==> src/imts_pkg.sv <==
// imts_pkg: constants shared by the two-wire master status engine
// assumes: 40 MHz core clock, firmware-side control bits reach the block as plain ports
package imts_pkg;

    // control word bit positions
    localparam int CTRL_RATE2 = 7;
    localparam int CTRL_ENABLE = 6;
    localparam int CTRL_BEGIN = 5;
    localparam int CTRL_HALT = 4;
    localparam int CTRL_IRQ = 3;
    localparam int CTRL_ACK = 2;
    localparam int CTRL_RATE1 = 1;
    localparam int CTRL_RATE0 = 0;

    // reset values
    localparam logic [7:0] CTRL_RESET = 8'h00;
    localparam logic [7:0] DATA_RESET = 8'h00;

    // status codes
    localparam logic [7:0] CODE_NO_INFO = 8'hf8;
    localparam logic [7:0] CODE_BUS_ERROR = 8'h00;
    localparam logic [7:0] CODE_START = 8'h08;
    localparam logic [7:0] CODE_RESTART = 8'h10;
    localparam logic [7:0] CODE_ADDR_W_ACK = 8'h18;
    localparam logic [7:0] CODE_ADDR_W_NACK = 8'h20;
    localparam logic [7:0] CODE_DATA_TX_ACK = 8'h28;
    localparam logic [7:0] CODE_DATA_TX_NACK = 8'h30;
    localparam logic [7:0] CODE_ARB_LOST = 8'h38;
    localparam logic [7:0] CODE_ADDR_R_ACK = 8'h40;
    localparam logic [7:0] CODE_ADDR_R_NACK = 8'h48;
    localparam logic [7:0] CODE_DATA_RX_ACK = 8'h50;
    localparam logic [7:0] CODE_DATA_RX_NACK = 8'h58;

    // bit period divisors of the peripheral clock, per rate code
    localparam int DIV_SEL0 = 256;
    localparam int DIV_SEL1 = 224;
    localparam int DIV_SEL2 = 192;
    localparam int DIV_SEL3 = 160;
    localparam int DIV_SEL5 = 120;
    localparam int DIV_SEL6 = 60;
    localparam int DIV_TIMER = 96;
    localparam int QUARTERS = 4;

    // quarter-bit lengths in clock cycles
    localparam logic [12:0] QLEN_SEL0 = 13'(DIV_SEL0 / QUARTERS);
    localparam logic [12:0] QLEN_SEL1 = 13'(DIV_SEL1 / QUARTERS);
    localparam logic [12:0] QLEN_SEL2 = 13'(DIV_SEL2 / QUARTERS);
    localparam logic [12:0] QLEN_SEL3 = 13'(DIV_SEL3 / QUARTERS);
    localparam logic [12:0] QLEN_SEL5 = 13'(DIV_SEL5 / QUARTERS);
    localparam logic [12:0] QLEN_SEL6 = 13'(DIV_SEL6 / QUARTERS);
    localparam logic [4:0] QLEN_TIMER_MUL = 5'(DIV_TIMER / QUARTERS);

    // sequencer states
    typedef enum logic [5:0] {
        IMTS_IDLE = 6'h01,
        IMTS_START = 6'h02,
        IMTS_BYTE = 6'h04,
        IMTS_HOLD = 6'h08,
        IMTS_STOP = 6'h10,
        IMTS_ERROR = 6'h20
    } imts_state_t;

endpackage

==> src/imts_engine.sv <==
// imts_engine: two-wire master transmitter and receiver with status codes and bus-error recovery
// assumes: open-drain pads outside, firmware drives the control and data write strobes
// Function
// status output reads f8 whenever the interrupt flag is clear
// bus error loads status 00 and sets the interrupt flag
// start or stop seen inside a byte or acknowledge counts as bus error
// software recovers from bus error by setting halt and clearing the flag
// recovery enters not-addressed slave mode and clears halt only; here it returns to master idle, there is no slave mode
// recovery releases both lines without sending a stop
// software sets pad output latches high before enabling the interface
// rate codes 000 to 011 divide the clock by 256, 224, 192, 160
// rate code 110 divides by 60, 101 by 120, 100 unused
// rate code 111 divides by 96 times (256 minus timer reload)
// at 08 software loads address plus write, device sends it
// at 10 address with read bit switches device to receive mode
// at 18 to 30 data byte is sent, begin alone gives repeated start
// halt alone sends stop then clears halt automatically
// begin and halt together send stop, then start, clearing halt
// at 38 release bus; with begin set, start once bus is free
// transfer stays suspended while the interrupt flag is set
// software sets interface enable before any operation
// after reset status f8, flags clear, both lines released
`timescale 1ns/10ps
module imts_engine
    import imts_pkg::*;
(
    // clock and reset
    input wire logic CLOCK,
    input wire logic RESETN,
    // control register write
    input wire logic CTRL_WR,
    input wire logic [7:0] CTRL_WDATA,
    // data register write
    input wire logic DATA_WR,
    input wire logic [7:0] DATA_WDATA,
    // timer reload for rate code 111
    input wire logic [7:0] TIMER_RELOAD,
    // register views
    output logic [7:0] CTRL_Q,
    output logic [7:0] DATA_Q,
    output logic [7:0] CODE_Q,
    // serial clock pad
    input wire logic SCL_IN,
    output logic SCL_OUT,
    output logic SCL_OE,
    // serial data pad
    input wire logic SDA_IN,
    output logic SDA_OUT,
    output logic SDA_OE
);

    ////////////////////////////////////////////////////////////////////////////
    // declarations

    imts_state_t state;
    logic [2:0] rate_sel;
    logic iface_enable, begin_request, halt_request, irq_flag, ack_enable;
    logic [7:0] shift_data_reg, code_reg, shift;
    logic [1:0] quarter;
    logic [3:0] bit_cnt;
    logic scl_m, scl_s, sda_m, sda_s, sda_d;
    logic bus_busy, own_bus, rx_mode, addr_phase, ack_cap;
    logic scl_drv, sda_drv, irq_set, halt_clr;
    logic tick;

    ////////////////////////////////////////////////////////////////////////////
    // decode

    // bus condition detection on synchronised lines
    wire start_seen = sda_d & ~sda_s & scl_s;
    wire stop_seen = ~sda_d & sda_s & scl_s;
    wire wr_begin = CTRL_WDATA[CTRL_BEGIN];
    wire wr_halt = CTRL_WDATA[CTRL_HALT];
    // resume only when software clears the flag
    wire resume = CTRL_WR & ~CTRL_WDATA[CTRL_IRQ] & irq_flag;
    wire run_div = (state == IMTS_START) | (state == IMTS_BYTE) | (state == IMTS_STOP);
    wire last_bit = (bit_cnt == 4'h8);
    // value this bit drives low
    wire drive_low = last_bit ? (rx_mode & ack_cap) : (~rx_mode & ~shift[7]);
    wire arb_lost = ~rx_mode & ~last_bit & shift[7] & ~sda_s;
    wire stall = (quarter == 2'h2) & ~scl_s; // slave clock stretching
    wire tx_code = (code_reg == CODE_START) | (code_reg == CODE_RESTART) |
                   (code_reg == CODE_ADDR_W_ACK) | (code_reg == CODE_ADDR_W_NACK) |
                   (code_reg == CODE_DATA_TX_ACK) | (code_reg == CODE_DATA_TX_NACK);
    wire rx_code = (code_reg == CODE_ADDR_R_ACK) | (code_reg == CODE_DATA_RX_ACK);
    wire addr_code = (code_reg == CODE_START) | (code_reg == CODE_RESTART);
    wire [7:0] addr_done_code = shift[0] ? (sda_s ? CODE_ADDR_R_NACK : CODE_ADDR_R_ACK)
                                        : (sda_s ? CODE_ADDR_W_NACK : CODE_ADDR_W_ACK);
    wire [7:0] tx_done_code = sda_s ? CODE_DATA_TX_NACK : CODE_DATA_TX_ACK;
    wire [7:0] rx_done_code = ack_cap ? CODE_DATA_RX_ACK : CODE_DATA_RX_NACK;
    wire [7:0] byte_done_code = addr_phase ? addr_done_code :
                                rx_mode ? rx_done_code : tx_done_code;

    ////////////////////////////////////////////////////////////////////////////
    // rate divider

    // bit rate from rate code
    imts_rate_div u_rate (
        .clock(CLOCK),
        .resetn(RESETN),
        .run(run_div),
        .rate_sel(rate_sel),
        .reload(TIMER_RELOAD),
        .tick(tick)
    );

    ////////////////////////////////////////////////////////////////////////////
    // pad inputs

    // two-stage synchronisers, plus one delay stage for edges
    always_ff @(posedge CLOCK or negedge RESETN) begin
        if (!RESETN) begin
            scl_m <= 1'b1;
            scl_s <= 1'b1;
            sda_m <= 1'b1;
            sda_s <= 1'b1;
            sda_d <= 1'b1;
        end else begin
            scl_m <= SCL_IN;
            scl_s <= scl_m;
            sda_m <= SDA_IN;
            sda_s <= sda_m;
            sda_d <= sda_s;
        end
    end

    // bus busy between any start and stop
    always_ff @(posedge CLOCK or negedge RESETN) begin
        if (!RESETN) begin
            bus_busy <= 1'b0;
        end else if (start_seen) begin
            bus_busy <= 1'b1;
        end else if (stop_seen) begin
            bus_busy <= 1'b0;
        end
    end

    ////////////////////////////////////////////////////////////////////////////
    // control and data registers

    // flags clear at reset
    always_ff @(posedge CLOCK or negedge RESETN) begin
        if (!RESETN) begin
            {rate_sel[2], iface_enable, begin_request, halt_request} <= CTRL_RESET[7:4];
            {irq_flag, ack_enable, rate_sel[1:0]} <= CTRL_RESET[3:0];
        end else begin
            if (CTRL_WR) begin
                rate_sel <= {CTRL_WDATA[CTRL_RATE2], CTRL_WDATA[CTRL_RATE1:CTRL_RATE0]};
                iface_enable <= CTRL_WDATA[CTRL_ENABLE];
                begin_request <= wr_begin;
                ack_enable <= CTRL_WDATA[CTRL_ACK];
            end
            // hardware clear of halt wins
            halt_request <= (CTRL_WR ? wr_halt : halt_request) & ~halt_clr;
            // hardware set wins over software clear
            irq_flag <= irq_set | (irq_flag & ~resume);
        end
    end

    // data register, received bytes land here
    always_ff @(posedge CLOCK or negedge RESETN) begin
        if (!RESETN) begin
            shift_data_reg <= DATA_RESET;
        end else if (state == IMTS_BYTE && tick && quarter == 2'h3 && last_bit && rx_mode) begin
            shift_data_reg <= shift;
        end else if (DATA_WR) begin
            shift_data_reg <= DATA_WDATA;
        end
    end

    ////////////////////////////////////////////////////////////////////////////
    // sequencer

    always_ff @(posedge CLOCK or negedge RESETN) begin
        if (!RESETN) begin
            state <= IMTS_IDLE;
            code_reg <= CODE_NO_INFO;
            quarter <= 2'h0;
            bit_cnt <= 4'h0;
            shift <= 8'h00;
            own_bus <= 1'b0;
            rx_mode <= 1'b0;
            addr_phase <= 1'b0;
            ack_cap <= 1'b0;
            scl_drv <= 1'b0;
            sda_drv <= 1'b0;
            irq_set <= 1'b0;
            halt_clr <= 1'b0;
        end else begin
            irq_set <= 1'b0;
            halt_clr <= 1'b0;
            if (!iface_enable) begin
                state <= IMTS_IDLE;
                own_bus <= 1'b0;
                scl_drv <= 1'b0;
                sda_drv <= 1'b0;
            end else if (state == IMTS_BYTE && (start_seen || stop_seen)) begin
                // illegal start or stop inside a byte
                // report bus error
                state <= IMTS_ERROR;
                code_reg <= CODE_BUS_ERROR;
                irq_set <= 1'b1;
                own_bus <= 1'b0;
                scl_drv <= 1'b0;
                sda_drv <= 1'b0;
            end else begin
                case (state)
                    IMTS_IDLE: begin
                        // start waits for a free bus
                        if (begin_request && !bus_busy && !irq_flag) begin
                            state <= IMTS_START;
                            quarter <= 2'h0;
                        end
                    end
                    IMTS_START: begin
                        if (tick && !stall) begin
                            quarter <= quarter + 2'h1;
                            case (quarter)
                                2'h0: sda_drv <= 1'b0;
                                2'h1: scl_drv <= 1'b0;
                                2'h2: sda_drv <= 1'b1;
                                default: begin
                                    scl_drv <= 1'b1;
                                    code_reg <= own_bus ? CODE_RESTART : CODE_START;
                                    own_bus <= 1'b1;
                                    rx_mode <= 1'b0;
                                    irq_set <= 1'b1;
                                    state <= IMTS_HOLD;
                                end
                            endcase
                        end
                    end
                    IMTS_HOLD: begin
                        // wait for the flag to be cleared
                        if (resume) begin
                            quarter <= 2'h0;
                            bit_cnt <= 4'h0;
                            if (!own_bus) begin
                                // arbitration lost, begin retried from idle
                                state <= IMTS_IDLE;
                            end else if (wr_halt) begin
                                // stop first, start follows if begin set
                                state <= IMTS_STOP;
                            end else if (wr_begin) begin
                                // repeated start
                                state <= IMTS_START;
                            end else if (tx_code || rx_code) begin
                                // send the loaded byte; at 40 or 50 receive a byte instead
                                state <= IMTS_BYTE;
                                addr_phase <= addr_code;
                                shift <= rx_code ? 8'hff : shift_data_reg;
                                ack_cap <= CTRL_WDATA[CTRL_ACK];
                            end
                        end
                    end
                    IMTS_BYTE: begin
                        if (tick && !stall) begin
                            quarter <= quarter + 2'h1;
                            case (quarter)
                                2'h0: sda_drv <= drive_low;
                                2'h1: scl_drv <= 1'b0;
                                2'h2: begin
                                    if (arb_lost) begin
                                        // lost: release at once, report 38
                                        code_reg <= CODE_ARB_LOST;
                                        own_bus <= 1'b0;
                                        irq_set <= 1'b1;
                                        state <= IMTS_HOLD;
                                    end else if (!last_bit) begin
                                        shift <= {shift[6:0], sda_s};
                                    end
                                end
                                default: begin
                                    scl_drv <= 1'b1;
                                    bit_cnt <= bit_cnt + 4'h1;
                                    if (last_bit) begin
                                        // read bit selects receive mode
                                        if (addr_phase) begin
                                            rx_mode <= shift[0];
                                        end
                                        code_reg <= byte_done_code;
                                        addr_phase <= 1'b0;
                                        sda_drv <= 1'b0;
                                        irq_set <= 1'b1;
                                        state <= IMTS_HOLD;
                                    end
                                end
                            endcase
                        end
                    end
                    IMTS_STOP: begin
                        if (tick && !stall) begin
                            quarter <= quarter + 2'h1;
                            case (quarter)
                                2'h0: sda_drv <= 1'b1;
                                2'h1: scl_drv <= 1'b0;
                                2'h2: sda_drv <= 1'b0;
                                default: begin
                                    // clear halt after the stop
                                    halt_clr <= 1'b1;
                                    own_bus <= 1'b0;
                                    state <= IMTS_IDLE;
                                end
                            endcase
                        end
                    end
                    IMTS_ERROR: begin
                        // recover: release lines, no stop, clear halt only
                        if (resume && wr_halt) begin
                            halt_clr <= 1'b1;
                            scl_drv <= 1'b0;
                            sda_drv <= 1'b0;
                            state <= IMTS_IDLE;
                        end
                    end
                    default: state <= IMTS_IDLE;
                endcase
                if (state == IMTS_BYTE && tick && !stall && quarter == 2'h2 && arb_lost) begin
                    scl_drv <= 1'b0;
                    sda_drv <= 1'b0;
                end
            end
        end
    end

    ////////////////////////////////////////////////////////////////////////////
    // registered outputs

    // f8 whenever the flag is clear
    always_ff @(posedge CLOCK or negedge RESETN) begin
        if (!RESETN) begin
            CODE_Q <= CODE_NO_INFO;
            CTRL_Q <= CTRL_RESET;
            DATA_Q <= DATA_RESET;
            SCL_OE <= 1'b0;
            SDA_OE <= 1'b0;
            SCL_OUT <= 1'b0;
            SDA_OUT <= 1'b0;
        end else begin
            CODE_Q <= irq_flag ? code_reg : CODE_NO_INFO;
            CTRL_Q <= {rate_sel[2], iface_enable, begin_request, halt_request,
                       irq_flag, ack_enable, rate_sel[1:0]};
            DATA_Q <= shift_data_reg;
            SCL_OE <= scl_drv;
            SDA_OE <= sda_drv;
            SCL_OUT <= 1'b0;
            SDA_OUT <= 1'b0;
        end
    end

endmodule // imts_engine

==> src/imts_rate_div.sv <==
// imts_rate_div: quarter-bit tick generator for the serial clock
// assumes: run is low between bus phases so each phase starts a full quarter
`timescale 1ns/10ps
module imts_rate_div
    import imts_pkg::*;
(
    // clock and reset
    input wire logic clock,
    input wire logic resetn,
    // control
    input wire logic run,
    input wire logic [2:0] rate_sel,
    input wire logic [7:0] reload,
    // tick out
    output logic tick
);

    logic [12:0] count;
    logic [8:0] span;
    logic [12:0] timer_qlen;
    logic [12:0] qlen;
    logic at_end;

    // timer based rate: 24 * (256 - reload) cycles per quarter
    assign span = 9'h100 - {1'b0, reload};
    assign timer_qlen = 13'({4'h0, span} * {8'h00, QLEN_TIMER_MUL});

    // quarter length per rate code, unused code falls back to code 000 (divide by 256)
    assign qlen = (rate_sel == 3'h1) ? QLEN_SEL1 :
                  (rate_sel == 3'h2) ? QLEN_SEL2 :
                  (rate_sel == 3'h3) ? QLEN_SEL3 :
                  (rate_sel == 3'h5) ? QLEN_SEL5 :
                  (rate_sel == 3'h6) ? QLEN_SEL6 :
                  (rate_sel == 3'h7) ? timer_qlen : QLEN_SEL0;
    assign at_end = (count >= qlen - 13'h0001);

    // free count while running, one pulse per quarter
    always_ff @(posedge clock or negedge resetn) begin
        if (!resetn) begin
            count <= 13'h0000;
            tick <= 1'b0;
        end else begin
            tick <= run & at_end;
            count <= (!run || at_end) ? 13'h0000 : count + 13'h0001;
        end
    end

endmodule // imts_rate_div

==> config.mk <==
export PLATFORM = sky130hd
export DESIGN_NAME = imts_engine
export DESIGN_NICKNAME = d
export VERILOG_FILES = /design/src/imts_pkg.sv /design/src/imts_engine.sv /design/src/imts_rate_div.sv
export SDC_FILE = /design/constraint.sdc
export NUM_CORES = 1
export LEC_CHECK = 0
export CORE_MARGIN = 3
export CORE_UTILIZATION = 40
export CTS_BUF_LIST = sky130_fd_sc_hd__clkbuf_8
export CTS_CLUSTER_SIZE = 24
export DETAILED_ROUTE_END_ITERATION = 7
export DONT_BUFFER_PORTS = 1
export GPL_ROUTABILITY_DRIVEN = 0
export GPL_TIMING_DRIVEN = 0
export HOLD_SLACK_MARGIN = 0.06
export SLEW_MARGIN = 30
export SYNTH_ARGS = -nofsm -noshare
export SYNTH_HDL_FRONTEND = slang
export SYNTH_SLANG_ARGS = --single-unit
==> constraint.sdc <==
create_clock -name CLOCK -period 10 [get_ports CLOCK]
set_clock_uncertainty 0.15 [all_clocks]
set_input_delay 0.5 -clock CLOCK [delete_from_list [all_inputs] [get_ports CLOCK]]
set_output_delay 0.5 -clock CLOCK [all_outputs]
set_load 0.02 [all_outputs]
# Word level (Yosys, flattened, before mapping)
# Index checks and enable logic that the tools add are counted.
# word_totals
elab_cells	316
in_bits	30
regBits	98
output_inout_bits	28
# classes
order_cmp	1
n_mul	1
eq_ne	74
bitwise	36
muxes	123
reduce_logical	43
add_sub_neg	5
# ops
op	n
$mux W8	19
$mux W6	17
$mux W13	7
$mux W1	48
$pmux W8 S2	3
$pmux W6 S6	1
$ne A5 B2 Y1 const B	5
$eq A8 B6 Y1 const B	3
$ne A2 B2 Y1 const B	12
$reduce_and A12 Y1	2
$reduce_and A8 Y1	3
$mux W7	3
$mux W4	5
$ne A4 B2 Y1 const B	5
$ne A6 B2 Y1 const B	3
$pmux W1 S2	9
$reduce_and A6 Y1	3
$reduce_and A9 Y1	2
$eq A8 B5 Y1 const B	2
$eq A8 B7 Y1 const B	2
$ne A4 B3 Y1 const B	4
$ne A4 B4 Y1 const B	4
$and A1 B1 Y1	15
$ne A5 B3 Y1 const B	3
46 further kinds	103

# Longest topological paths before layout
# Gate-level depths: netlist of the first run.
# depth
word_depth	15
depth_mapped	21
mapped_depth_nobuf	19

# Modules after synthesis
# A second synthesis of the first run with hierarchy kept.
# hier_totals
cells_unflattened	638
area_unflattened_um2	6030.8
# by_module_without_submodules
mod	area_each_um2	cells_per_inst	seq_area_each_um2	instances
imts_engine	4085.2	391	1971.9	1
imts_rate_div	1945.6	247	350.3	1

# Worst setup path before layout of the first run
# Ideal clock, no wire load.
# synth_path
path_type	input to register
startpoint	input port TIMER_RELOAD[0]
endpoint	register u_rate.count[10]
t_required_ns	9.714
path_slack_ns	5.114
path_buffers	2
setup_time_ns	0.136
stages	21
arrival_time_ns	4.600
path_cell_list	clkbuf_1 -> inv_1 -> ha_1 -> nor3b_2 -> xor2_1 -> inv_1 -> ha_1 -> a32oi_1 -> o211a_1 -> o311a_1 -> o31ai_1 -> xnor2_1 -> nand2_1 -> xor2_1 -> ha_1 -> nand3_1 -> nor4_1 -> nor4_1 -> a21oi_1 -> clkbuf_1 -> nor3_1
# synth_via
elab_chain_len	12
# synth_rtl
item	line	source
start, declared	imts_engine.sv:37	input wire logic [7:0] TIMER_RELOAD,
$sub A9 B8 Y9	imts_rate_div.sv:25	assign span = 9'h100 - {1'b0, reload};
$mul A9 B2 Y10	imts_rate_div.sv:26	assign timer_qlen = 13'({4'h0, span} * {8'h00, QLEN_TIMER_MUL});
$mux W13	imts_rate_div.sv:34	(rate_sel == 3'h7) ? timer_qlen : QLEN_SEL0;
$mux W13	imts_rate_div.sv:33	(rate_sel == 3'h6) ? QLEN_SEL6 :
$mux W13	imts_rate_div.sv:32	(rate_sel == 3'h5) ? QLEN_SEL5 :
$mux W13	imts_rate_div.sv:31	(rate_sel == 3'h3) ? QLEN_SEL3 :
$mux W13	imts_rate_div.sv:30	(rate_sel == 3'h2) ? QLEN_SEL2 :
$mux W13	imts_rate_div.sv:29	assign qlen = (rate_sel == 3'h1) ? QLEN_SEL1 :
$sub A13 B1 Y13	imts_rate_div.sv:35	assign at_end = (count >= qlen - 13'h0001);
$ge A13 B13 Y1	imts_rate_div.sv:35	
$logic_or A1 B1 Y1	imts_rate_div.sv:44	count <= (!run || at_end) ? 13'h0000 : count + 13'h0001;
$mux W13	imts_rate_div.sv:44	
end signal, assigned	imts_rate_div.sv:44	
end, declared	imts_rate_div.sv:18	logic [12:0] count;
# Every way passes these cells.
# A chain may end at the register's enable or synchronous reset.

# Worst setup path in the final report of the first run
# layout_path
startpoint	input port TIMER_RELOAD[0]
endpoint	register u_rate.count[7]
# The elaborated chain is that of the path after synthesis.

==> flow_metrics.py, run 1 <==
metrics = {
    "worst_setup_path": {
        "cp.arrival_ns": 5.56,
        "crit_start": "TIMER_RELOAD[0]",
        "slowest_stage": "xor2_1",
        "reg2reg_to": "u_rate.count[7]",
        "path_cells": "clkbuf_1, inv_1, ha_1, nor3b_2, xor2_1, inv_1, ha_1, a32oi_1, o211a_1, o311a_1, o31ai_1, xnor2_1, nand2_1, xor2_1, ha_1, nand3_1, nor4_1, nor4_1, a21oi_1, clkbuf_1, nor3_1",
        "reg2regPathDepth": 15,
        "cp_common_cell": "ha_1",
        "cp-endpoint": "u_rate.count[7]",
        "crit_path_start_kind": "input pin",
        "critical_path_required_ns": 10.09,
        "worst-path-max-fanout": 10,
        "endpoint_kind": "flop",
        "crit_type": "in2reg",
        "max_stage_delay_ns": 0.39,
        "rr_startpoint": "rate_sel[0]",
        "r2r_slack_ns": 5.80,
    },
    "sta": {
        "relSlewSlack": 0.472,
        "setup_viol": 0,
        "tns_ns": 0,
        "slew_viol_final": 0,
        "finalHoldViolations": 0,
        "period_share": 0.546,
        "tightest_slew_ns": 0.786,
        "timing.fmax_ghz": 0.183,
        "finalWorstPathRequiredPeriod_ns": 5.46,
        "grt_setup_unrepaired": "no",
        "worst_slack_ns": 4.54,
    },
    "clocking": {
        "cts_tree": "built",
        "root_buffer": "clkbuf_8",
        "path_clk_slew_ns": 0.09,
        "clk_path_buf_depth": 2,
        "cts.sinks": 92,
        "post_cts_resized": 0,
        "h-tree-depth": 3,
        "cts_made_buffers": 9,
        "clkLatencyLatePin_ns": 0.37,
    },
    "floorplanning": {
        "die_h_um": 126,
        "die-area_um2": 15900,
        "num_io_pins": 58,
        "rows": 43,
        "core_um2": 14000,
        "start_util": 0.412,
        "die_x_um": 126,
    },
    "cells_and_area": {
        "seq_area_um2": 2320,
        "top_register": "u_rate.count",
        "num_antenna_cells": 0,
        "multi_input_area_um2": 3230,
        "finish.instance_area_um2": 6260,
        "syn_to_final_growth_pct": 8.13,
        "largest_reg_flops": 13,
        "drive_gt1_frac": 0.133,
        "instances_no_fill": 821,
        "n_fill_cell": 1342,
        "fin_nets": 698,
    },
    "synth": {
        "syn_area_per_cell_um2": 9.38,
        "synth_ff_type": "dfrtp_1",
        "ys_warn_count": 0,
        "async_flop_share": 1.00,
        "syn_inst": 617,
        "seq_area_frac_synth": 0.401,
        "ys_types": 72,
        "syn-cell-area_um2": 5790,
        "ys_ff_latch": 92,
        "synth-edff-count": 0,
    },
    "global_route": {
        "grt_overflow_total": 0,
        "grt_max_degree": 93,
        "antenna_found_initial": 0,
        "track_usage": 0.169,
        "grt_pass1_vias": 4512,
        "grt_pass1_wl_um": 22200,
    },
    "route": {
        "num_vias": 4616,
        "antenna_left": 0,
        "wl_um": 13100,
        "avgRoutedWirePerCell_um": 16.0,
        "dr.pass1.iters": 5,
        "via_per_inst": 5.62,
        "drc": 0,
        "drt_iter0_drc": 408,
    },
    "placement": {
        "io_buffers": 0,
        "placed_area_um2": 6030,
        "dp_hpwl_um": 9780,
        "place_ws_ns": 4.14,
        "dp_cells": 801,
    },
    "flow_run": {
        "max_cap_violations": 0,
    },
    "worst_hold_path": {
        "min-delay-path-class": "in2reg",
    },
    "power": {
        "power_mw": 0.835,
        "peakVddDrop_v": 0.0000901,
        "leakage_nw": 2.64,
        "powerDensity_nw_per_um2": 133,
    },
    "outcome": {
        "status": "finished clean",
    },
}
-- worst min-delay path by stage --
stage / startpoint / slack (ns) / depth (start not counted) / to
3_3_place_gp: RESETN / 0.06 / 0 / CTRL_Q[4]
5_1_grt: CTRL_WDATA[2] / 0.1 / 1 / ack_cap
4_1_cts: CTRL_WDATA[6] / 0.09 / 2 / iface_enable
3_5_place_dp: RESETN / 0.06 / 0 / CTRL_Q[5]
2_1_floorplan: RESETN / 0.05 / 0 / CTRL_Q[0]
6_report: CTRL_WDATA[6] / 0.11 / 2 / iface_enable
-- report_power, final --
part | internal, mW | total, mW | switching [mW] | leakage [nW]
clock network | 0.0894 | 0.220 | 0.131 | 0.0924
logic | 0.0770 | 0.186 | 0.109 | 1.41
registers | 0.397 | 0.429 | 0.0312 | 1.14
total | 0.564 | 0.835 | 0.271 | 2.64
-- critical path: cells and delay by family --
kind            cells  cell delay [ns]
compound gates      5             1.31
xor+xnor            3             0.78
fa+ha+maj           3             1.01
buf+inv             4             0.99
simple gates        6             0.96
-- logic make-up after synthesis --
logic type                 count (synthesis)  share of synthesized area
and+or+nand+nor                          226                      0.201
muxes                                     37                     0.0739
other                                      1                   0.000648
DFF                                       92                      0.401
AOI/OAI and AO/OA                        133                      0.148
buffers and inverters                     57                     0.0441
xor gates and xnor gates                  39                     0.0616
adders and majority gates                 32                     0.0692
-- cell usage after synthesis, types with 3 or more instances --
cell type,n,share of area
mux2_4,7,0.018
nor2_1,40,0.026
clkbuf_1,22,0.014
buf_2,6,0.0052
or3_1,6,0.0065
nor2b_1,6,0.0065
nor4b_1,3,0.0045
buf_4,5,0.0065
a31oi_1,10,0.011
nand2_1,62,0.040
a211oi_1,3,0.0039
nand2b_1,11,0.012
nand3_1,22,0.019
o31ai_1,4,0.0052
xnor2_1,17,0.026
nor4_1,8,0.0086
a21o_1,6,0.0078
a21oi_1,27,0.023
dfrtp_1,76,0.33
or4_1,3,0.0039
o21ai_0,53,0.046
mux2_2,15,0.029
nand4_1,10,0.011
inv_1,21,0.014
nor3b_1,4,0.0052
and2_1,4,0.0043
ha_1,32,0.069
nand3b_1,5,0.0065
mux2i_1,14,0.024
dfstp_2,16,0.073
nor3_1,25,0.022
xor2_1,20,0.030
and3_1,4,0.0043
-- what timing repair did --
item                                    in CTS  in global routing
hold buffers                                 4                  0
setup buffers                                0                  0
endpoints found under the setup margin       0                  0
hold endpoints to repair                    94                  0
-- layer usage --
layer  global-route usage  vias to the layer above  wire [µm]
met5                    0                        -          0
met1                0.237                     2235       6370
li1                     -                     2235          -
met2                0.262                      129       5920
met3               0.0438                       17        681
met4               0.0429                        0        135
-- stage by stage --
step / hold WS (ns) / utilization
after global placement: 0.0562 / 0.429
final: 0.108 / 0.446
after CTS: 0.0859 / 0.446
after detailed placement: 0.0562 / 0.430
after global routing: 0.0992 / 0.446
after floorplan: 0.0544 / -
-- final cells by class --
type / count / share of cell area
clock inverters: 7 / 0.00680
multi-input cells: 472 / 0.516
inverters: 21 / 0.0126
plain buffers: 36 / 0.0282
flip-flops and latches: 92 / 0.371
well taps: 180 / 0.0360
clock buffers: 9 / 0.0198
repair buffers: 4 / 0.00920
-- cell usage in the layout (no fill, tap or decap), types with 20 or more instances in the layout --
master / instances
nand3_1: 22
ha_1: 32
xor2_1: 20
dfrtp_1: 76
nand2_1: 62
nor3_1: 25
clkbuf_1: 22
nor2_1: 40
o21ai_0: 53
a21oi_1: 27
inv_1: 23
No activity file was read; power rests on OpenSTA's default activity.
==> run 2, diff against run 1 <==
Clock period 10 ns to 5.6 ns, I/O delays scaled along.
==> flow_metrics.py, run 2 (synthesized netlist as in run 1, its figures left out) <==
metrics = {
    "cells_and_area": {
        "drive_gt1_frac": 0.131,
        "largest_reg_flops": 13,
        "layout_commonest_cell": "dfrtp_1",
        "num_antenna_cells": 0,
        "finish.instance_area_um2": 6420,
        "layout.cells.most_common_list": "dfrtp_1, nand2_1, o21ai_0",
        "fin_nets": 714,
        "syn_to_final_growth_pct": 10.9,
        "top_register": "u_rate.count",
        "n_fill_cell": 1329,
    },
    "route": {
        "antenna_left": 0,
        "dr.pass1.iters": 5,
        "num_vias": 4674,
        "wl_um": 13300,
        "via_per_inst": 5.58,
        "drt_iter0_drc": 338,
        "drc": 0,
        "avgRoutedWirePerCell_um": 15.8,
    },
    "sta": {
        "setup_viol": 0,
        "slew_viol_final": 0,
        "finalWorstPathRequiredPeriod_ns": 5.12,
        "tightest_slew_ns": 0.774,
        "grt_setup_unrepaired": "no",
        "finalHoldViolations": 0,
        "timing.fmax_ghz": 0.195,
        "whs_ns": 0.0935,
        "period_share": 0.915,
        "relSlewSlack": 0.480,
    },
    "worst_setup_path": {
        "reg2reg_to": "u_rate.count[7]",
        "path_cells": "clkbuf_1, inv_1, ha_1, nor3b_2, xor2_1, inv_1, ha_1, a32oi_1, o211a_1, o311a_1, o31ai_1, xnor2_1, nand2_1, xor2_1, ha_1, nand3_1, nor4_1, nor4_1, a21oi_1, clkbuf_2, nor3_1",
        "max_stage_delay_ns": 0.39,
        "crit_path_start_kind": "input pin",
        "reg2regPathDepth": 15,
        "rr_startpoint": "rate_sel[0]",
        "crit_family": "compound AO/OA/AOI/OAI gates",
        "cp.arrival_ns": 5.22,
        "cp_common_cell": "ha_1",
        "slowest_stage": "xor2_1",
        "r2r_slack_ns": 1.52,
        "worst-path-max-fanout": 10,
        "crit_type": "in2reg",
        "endpoint_kind": "flop",
        "critical_path_required_ns": 5.69,
        "critPathBufInv": 4,
    },
    "power": {
        "leakage_nw": 2.71,
        "power_mw": 1.50,
        "powerDensity_nw_per_um2": 234,
        "peakVddDrop_v": 0.000163,
    },
    "floorplanning": {
        "die-area_um2": 15900,
        "die_h_um": 126,
        "rows": 43,
        "num_io_pins": 58,
        "die_x_um": 126,
        "start_util": 0.412,
        "core_um2": 14000,
    },
    "global_route": {
        "grt_overflow_total": 0,
        "grt_pass1_vias": 4586,
        "grt_max_degree": 93,
        "track_usage": 0.171,
        "grt_pass1_wl_um": 22400,
        "antenna_found_initial": 0,
    },
    "worst_hold_path": {
        "hp-start": "CTRL_WDATA[4]",
        "hold_end": "state[4]",
        "min-delay-path-class": "in2reg",
        "hold_depth": 3,
    },
    "placement": {
        "placed_area_um2": 6030,
        "dp_hpwl_um": 9780,
        "io_buffers": 0,
    },
    "flow_run": {
        "max_cap_violations": 0,
    },
    "clocking": {
        "cts_tree": "built",
        "cts.sinks": 92,
        "h-tree-depth": 3,
        "cts_setup_buffers": 0,
        "clkLatencyLatePin_ns": 0.38,
        "root_buffer": "clkbuf_8",
        "cts_made_buffers": 9,
        "clk_path_buf_depth": 2,
        "path_clk_slew_ns": 0.09,
    },
    "outcome": {
        "status": "finished clean",
    },
}
run 2: worst max-delay path by stage:
| stage | from | end | cells after the start | slack [ns] |
|---|---|---|---|---|
| 2_1_floorplan | TIMER_RELOAD[0] | u_rate.count[10] | 21 | 0.93 |
| 6_report | TIMER_RELOAD[0] | u_rate.count[7] | 21 | 0.48 |
| 5_1_grt | TIMER_RELOAD[0] | u_rate.count[7] | 21 | 0.07 |
| 4_1_cts | TIMER_RELOAD[0] | u_rate.count[7] | 21 | 0.37 |
| 3_5_place_dp | TIMER_RELOAD[0] | u_rate.count[7] | 21 | -0.04 |
| 3_3_place_gp | TIMER_RELOAD[0] | u_rate.count[6] | 21 | 0.05 |
run 2: final cells by class:
cell class                      count  area, µm²  share of cell area
Multi-Input combinational cell    472       3230               0.503
Sequential cell                    92       2320               0.362
Tap cell                          180        225              0.0351
Timing Repair Buffer               20        218              0.0339
Buffer                             36        178              0.0277
Clock buffer                        9        124              0.0193
Inverter                           21       78.8              0.0123
Clock inverter                      7       42.5             0.00663
run 2: power by group:
part	internal [mW]	total (mW)	switching, mW
logic	0.145	0.341	0.197
registers	0.710	0.765	0.0556
clock network	0.160	0.395	0.235
run 2: timing repair:
| action | CTS | global route |
|---|---|---|
| endpoints found under the setup margin | 0 | 10 |
| endpoints found under the hold margin | 112 | 0 |
| gates resized for setup | 0 | 2 |
| hold buffers | 20 | 0 |
run 2: metal layers:
metal,up-vias,part of all wire,global-route usage
met4,0,0.0099,0.0429
li1,2269,-,-
met3,15,0.055,0.0425
met1,2261,0.48,0.240
met5,-,0,0
met2,129,0.45,0.266
run 2: through the flow:
step / worst slack (ns) / util / TNS (ns) / cells
finish: 0.478 / 0.457 / 0 / 837
floorplan: 0.934 / - / 0 / 621
CTS: 0.370 / 0.457 / 0 / 837
global placement: 0.0463 / 0.429 / 0 / 801
detailed placement: -0.0379 / 0.430 / -0.210 / 801
global route: 0.0734 / 0.457 / 0 / 837
run 2: worst reg2reg max path, cell delays in order (launching register included):
cell and delay (ns):
dfrtp_1 0.44, clkbuf_1 0.36, xor2_1 0.12, nand2_1 0.12, ha_1 0.23, nor2b_1 0.26, nand3_1 0.23, a2111oi_4 0.32
xor2_1 0.13, ha_1 0.32, nand3_1 0.09, nor4_1 0.35, nor4_1 0.09, a21oi_1 0.37, clkbuf_2 0.30, nor3_1 0.09
==> run 3, diff against run 2 <==
Settings changed: ABC_AREA from default to 1.
==> flow_metrics.py, run 3 <==
metrics = {
    "outcome": {
        "status": "finished clean",
    },
    "floorplanning": {
        "rows": 43,
        "num_io_pins": 58,
        "die_x_um": 127,
        "die_h_um": 127,
        "core_um2": 14000,
        "start_util": 0.414,
        "die-area_um2": 16000,
    },
    "synth": {
        "synthTopCellsByCount": "nand2_1, inv_1, dfrtp_1",
        "synth-edff-count": 0,
        "seq_area_frac_synth": 0.400,
        "async_flop_share": 1.00,
        "yosysTopAreaCell": "dfrtp_1",
        "synth_ff_type": "dfrtp_1",
        "synth_area_leaders": "dfrtp_1, nand2_1, inv_1",
        "ys_warn_count": 0,
        "ys_ff_latch": 92,
        "synth.most_common_cell": "nand2_1",
        "ys_types": 47,
        "synth_top_area_share": 0.327,
        "syn_inst": 766,
        "syn_area_per_cell_um2": 7.59,
        "syn-cell-area_um2": 5810,
    },
    "route": {
        "drt_iter0_drc": 330,
        "drc": 0,
        "wl_um": 13300,
        "dr.pass1.iters": 5,
        "num_vias": 5037,
        "antenna_left": 0,
        "via_per_inst": 5.09,
        "avgRoutedWirePerCell_um": 13.4,
    },
    "power": {
        "peakVddDrop_v": 0.000131,
        "clkPwrFrac": 0.270,
        "power_mw": 1.81,
        "powerDensity_nw_per_um2": 277,
        "power_frac_comb": 0.267,
        "sw_frac_of_total": 0.356,
        "leakage_nw": 3.20,
        "p_seq_frac": 0.463,
        "netSwitchingPower_mw": 0.643,
        "internal-power_mw": 1.16,
    },
    "placement": {
        "dp_hpwl_um": 10100,
        "io_buffers": 0,
    },
    "cells_and_area": {
        "num_antenna_cells": 0,
        "fin_nets": 866,
        "layout.cells.most_common_list": "nand2_1, inv_1, dfrtp_1",
        "syn_to_final_growth_pct": 12.2,
        "largest_reg_flops": 13,
        "drive_gt1_frac": 0.106,
        "top_register": "u_rate.count",
        "layout_commonest_cell": "nand2_1",
    },
    "global_route": {
        "grt_max_degree": 93,
        "track_usage": 0.173,
        "grt_overflow_total": 0,
        "grt_pass1_wl_um": 22900,
        "grt_pass1_vias": 4935,
        "antenna_found_initial": 0,
    },
    "sta": {
        "tns_ns": 0,
        "grt_setup_unrepaired": "no",
        "timing.fmax_ghz": 0.246,
        "finalHoldViolations": 0,
        "setup_viol": 0,
        "slew_viol_final": 0,
        "period_share": 0.727,
        "relSlewSlack": 0.472,
        "finalWorstPathRequiredPeriod_ns": 4.07,
        "tightest_slew_ns": 0.785,
    },
    "flow_run": {
        "max_cap_violations": 0,
    },
    "worst_setup_path": {
        "worst-path-max-fanout": 10,
        "crit_path_start_kind": "flop",
        "crit_type": "reg2reg",
        "endpoint_kind": "flop",
        "cp.arrival_ns": 4.18,
        "critical_path_required_ns": 5.71,
    },
    "clocking": {
        "clk_path_buf_depth": 2,
        "post_cts_resized": 0,
        "cts_made_buffers": 9,
        "cts.sinks": 92,
        "cts_setup_buffers": 0,
        "root_buffer": "clkbuf_8",
        "clkLatencyLatePin_ns": 0.38,
        "cts_tree": "built",
        "h-tree-depth": 3,
        "path_clk_slew_ns": 0.10,
    },
    "worst_hold_path": {
        "min-delay-path-class": "in2reg",
    },
}
## run 3: changes by cell type in the layout (fill, tap and decap cells not counted), moves of 10 or more
cell	previous run	this run
mux2_2	15	1
xor2_1	20	9
clkbuf_1	21	5
nand3_1	22	64
nor3_1	25	8
nor2_1	40	75
xnor2_1	17	7
nand2b_1	11	0
mux2i_1	14	0
o21ai_0	53	43
nand2_1	62	157
inv_1	23	124
## run 3: final timing paths
check,slack [ns],end,from,cells after the start
setup / recovery,1.53,u_rate.count[8],rate_sel[2],23
hold / removal,0.09,ack_cap,CTRL_WDATA[3],5
setup reg to reg,1.53,u_rate.count[8],rate_sel[2],23
hold reg to reg,0.21,scl_s,scl_m,0
max in group asynchronous,4.58,CODE_Q[5],RESETN,2
min in group asynchronous,0.33,CTRL_Q[0],RESETN,2
## run 3: through the flow
stage / area [µm²] / std cells / hold slack, ns / setup WS, ns / util
after floorplan: 5830 / 770 / -0.166 / 1.94 / -
after global placement: 6050 / 950 / -0.162 / 1.29 / 0.431
after detailed placement: 6050 / 950 / -0.162 / 1.24 / 0.431
after CTS: 6520 / 989 / 0.0623 / 1.52 / 0.464
after global routing: 6520 / 989 / 0.104 / 1.01 / 0.464
final: 6520 / 989 / 0.0884 / 1.53 / 0.464
## run 3: cells by family (layout without fill, tap and decap cells)
| family | count (synthesis) | in the layout | share of synthesized area |
|---|---|---|---|
| AO/OA/AOI/OAI | 113 | 113 | 0.114 |
| XOR/XNOR | 16 | 16 | 0.0241 |
| adder cells (fa/ha/maj) | 32 | 32 | 0.0689 |
| buffers and inverters | 149 | 188 | 0.101 |
| flip-flops | 92 | 92 | 0.400 |
| multiplexers | 1 | 1 | 0.00194 |
| other | 1 | 5 | 0.000645 |
| AND/OR/NAND/NOR | 362 | 362 | 0.290 |
## run 3: metal layers
metal,vias up,global-route usage,share of wire
met4,0,0.0593,0.024
met1,2340,0.218,0.45
met2,119,0.291,0.49
met5,-,0,0
li1,2554,-,-
met3,24,0.0413,0.044
## run 3: cell type report
type | instances | area (µm²)
timing repair buffer | 23 | 248
clock buffer | 11 | 151
buffer | 16 | 85.1
multi-input combinational | 529 | 2920
inverter | 133 | 499
clock inverter | 5 | 67.6
tap | 180 | 225
fill | 1388 | 7520
sequential | 92 | 2320
## run 3: power by group through the flow
stage | Combinational, mW | Clock, mW | Sequential, mW
final | 0.482 | 0.489 | 0.837
after floorplan | 0.361 | 0 | 0.829
after global routing | 0.558 | 0.531 | 0.849
after global placement | 0.439 | 0 | 0.847
after detailed placement | 0.450 | 0 | 0.849
after CTS | 0.482 | 0.504 | 0.838
## run 3: worst max-delay path, stage by stage (launching register included)
cell and delay (ns):
dfrtp_1 0.38, buf_2 0.17, nand3_2 0.14, nand2_1 0.06, inv_1 0.08, ha_1 0.16
inv_1 0.05, nor2_2 0.18, nand2_1 0.07, nor2_1 0.17, nand3_2 0.15, nor2_4 0.15
nand2_2 0.07, nor2_4 0.13, xnor2_1 0.13, inv_1 0.06, ha_1 0.29, nand2_1 0.05
inv_1 0.07, nand4_1 0.09, o211ai_1 0.36, o21bai_1 0.30, clkbuf_1 0.41, nor2_1 0.08
## run 3: timing repair
action                                 in CTS  in global routing
setup endpoints to repair                   0                  0
endpoints found under the hold margin     114                  0
hold buffers                               23                  0
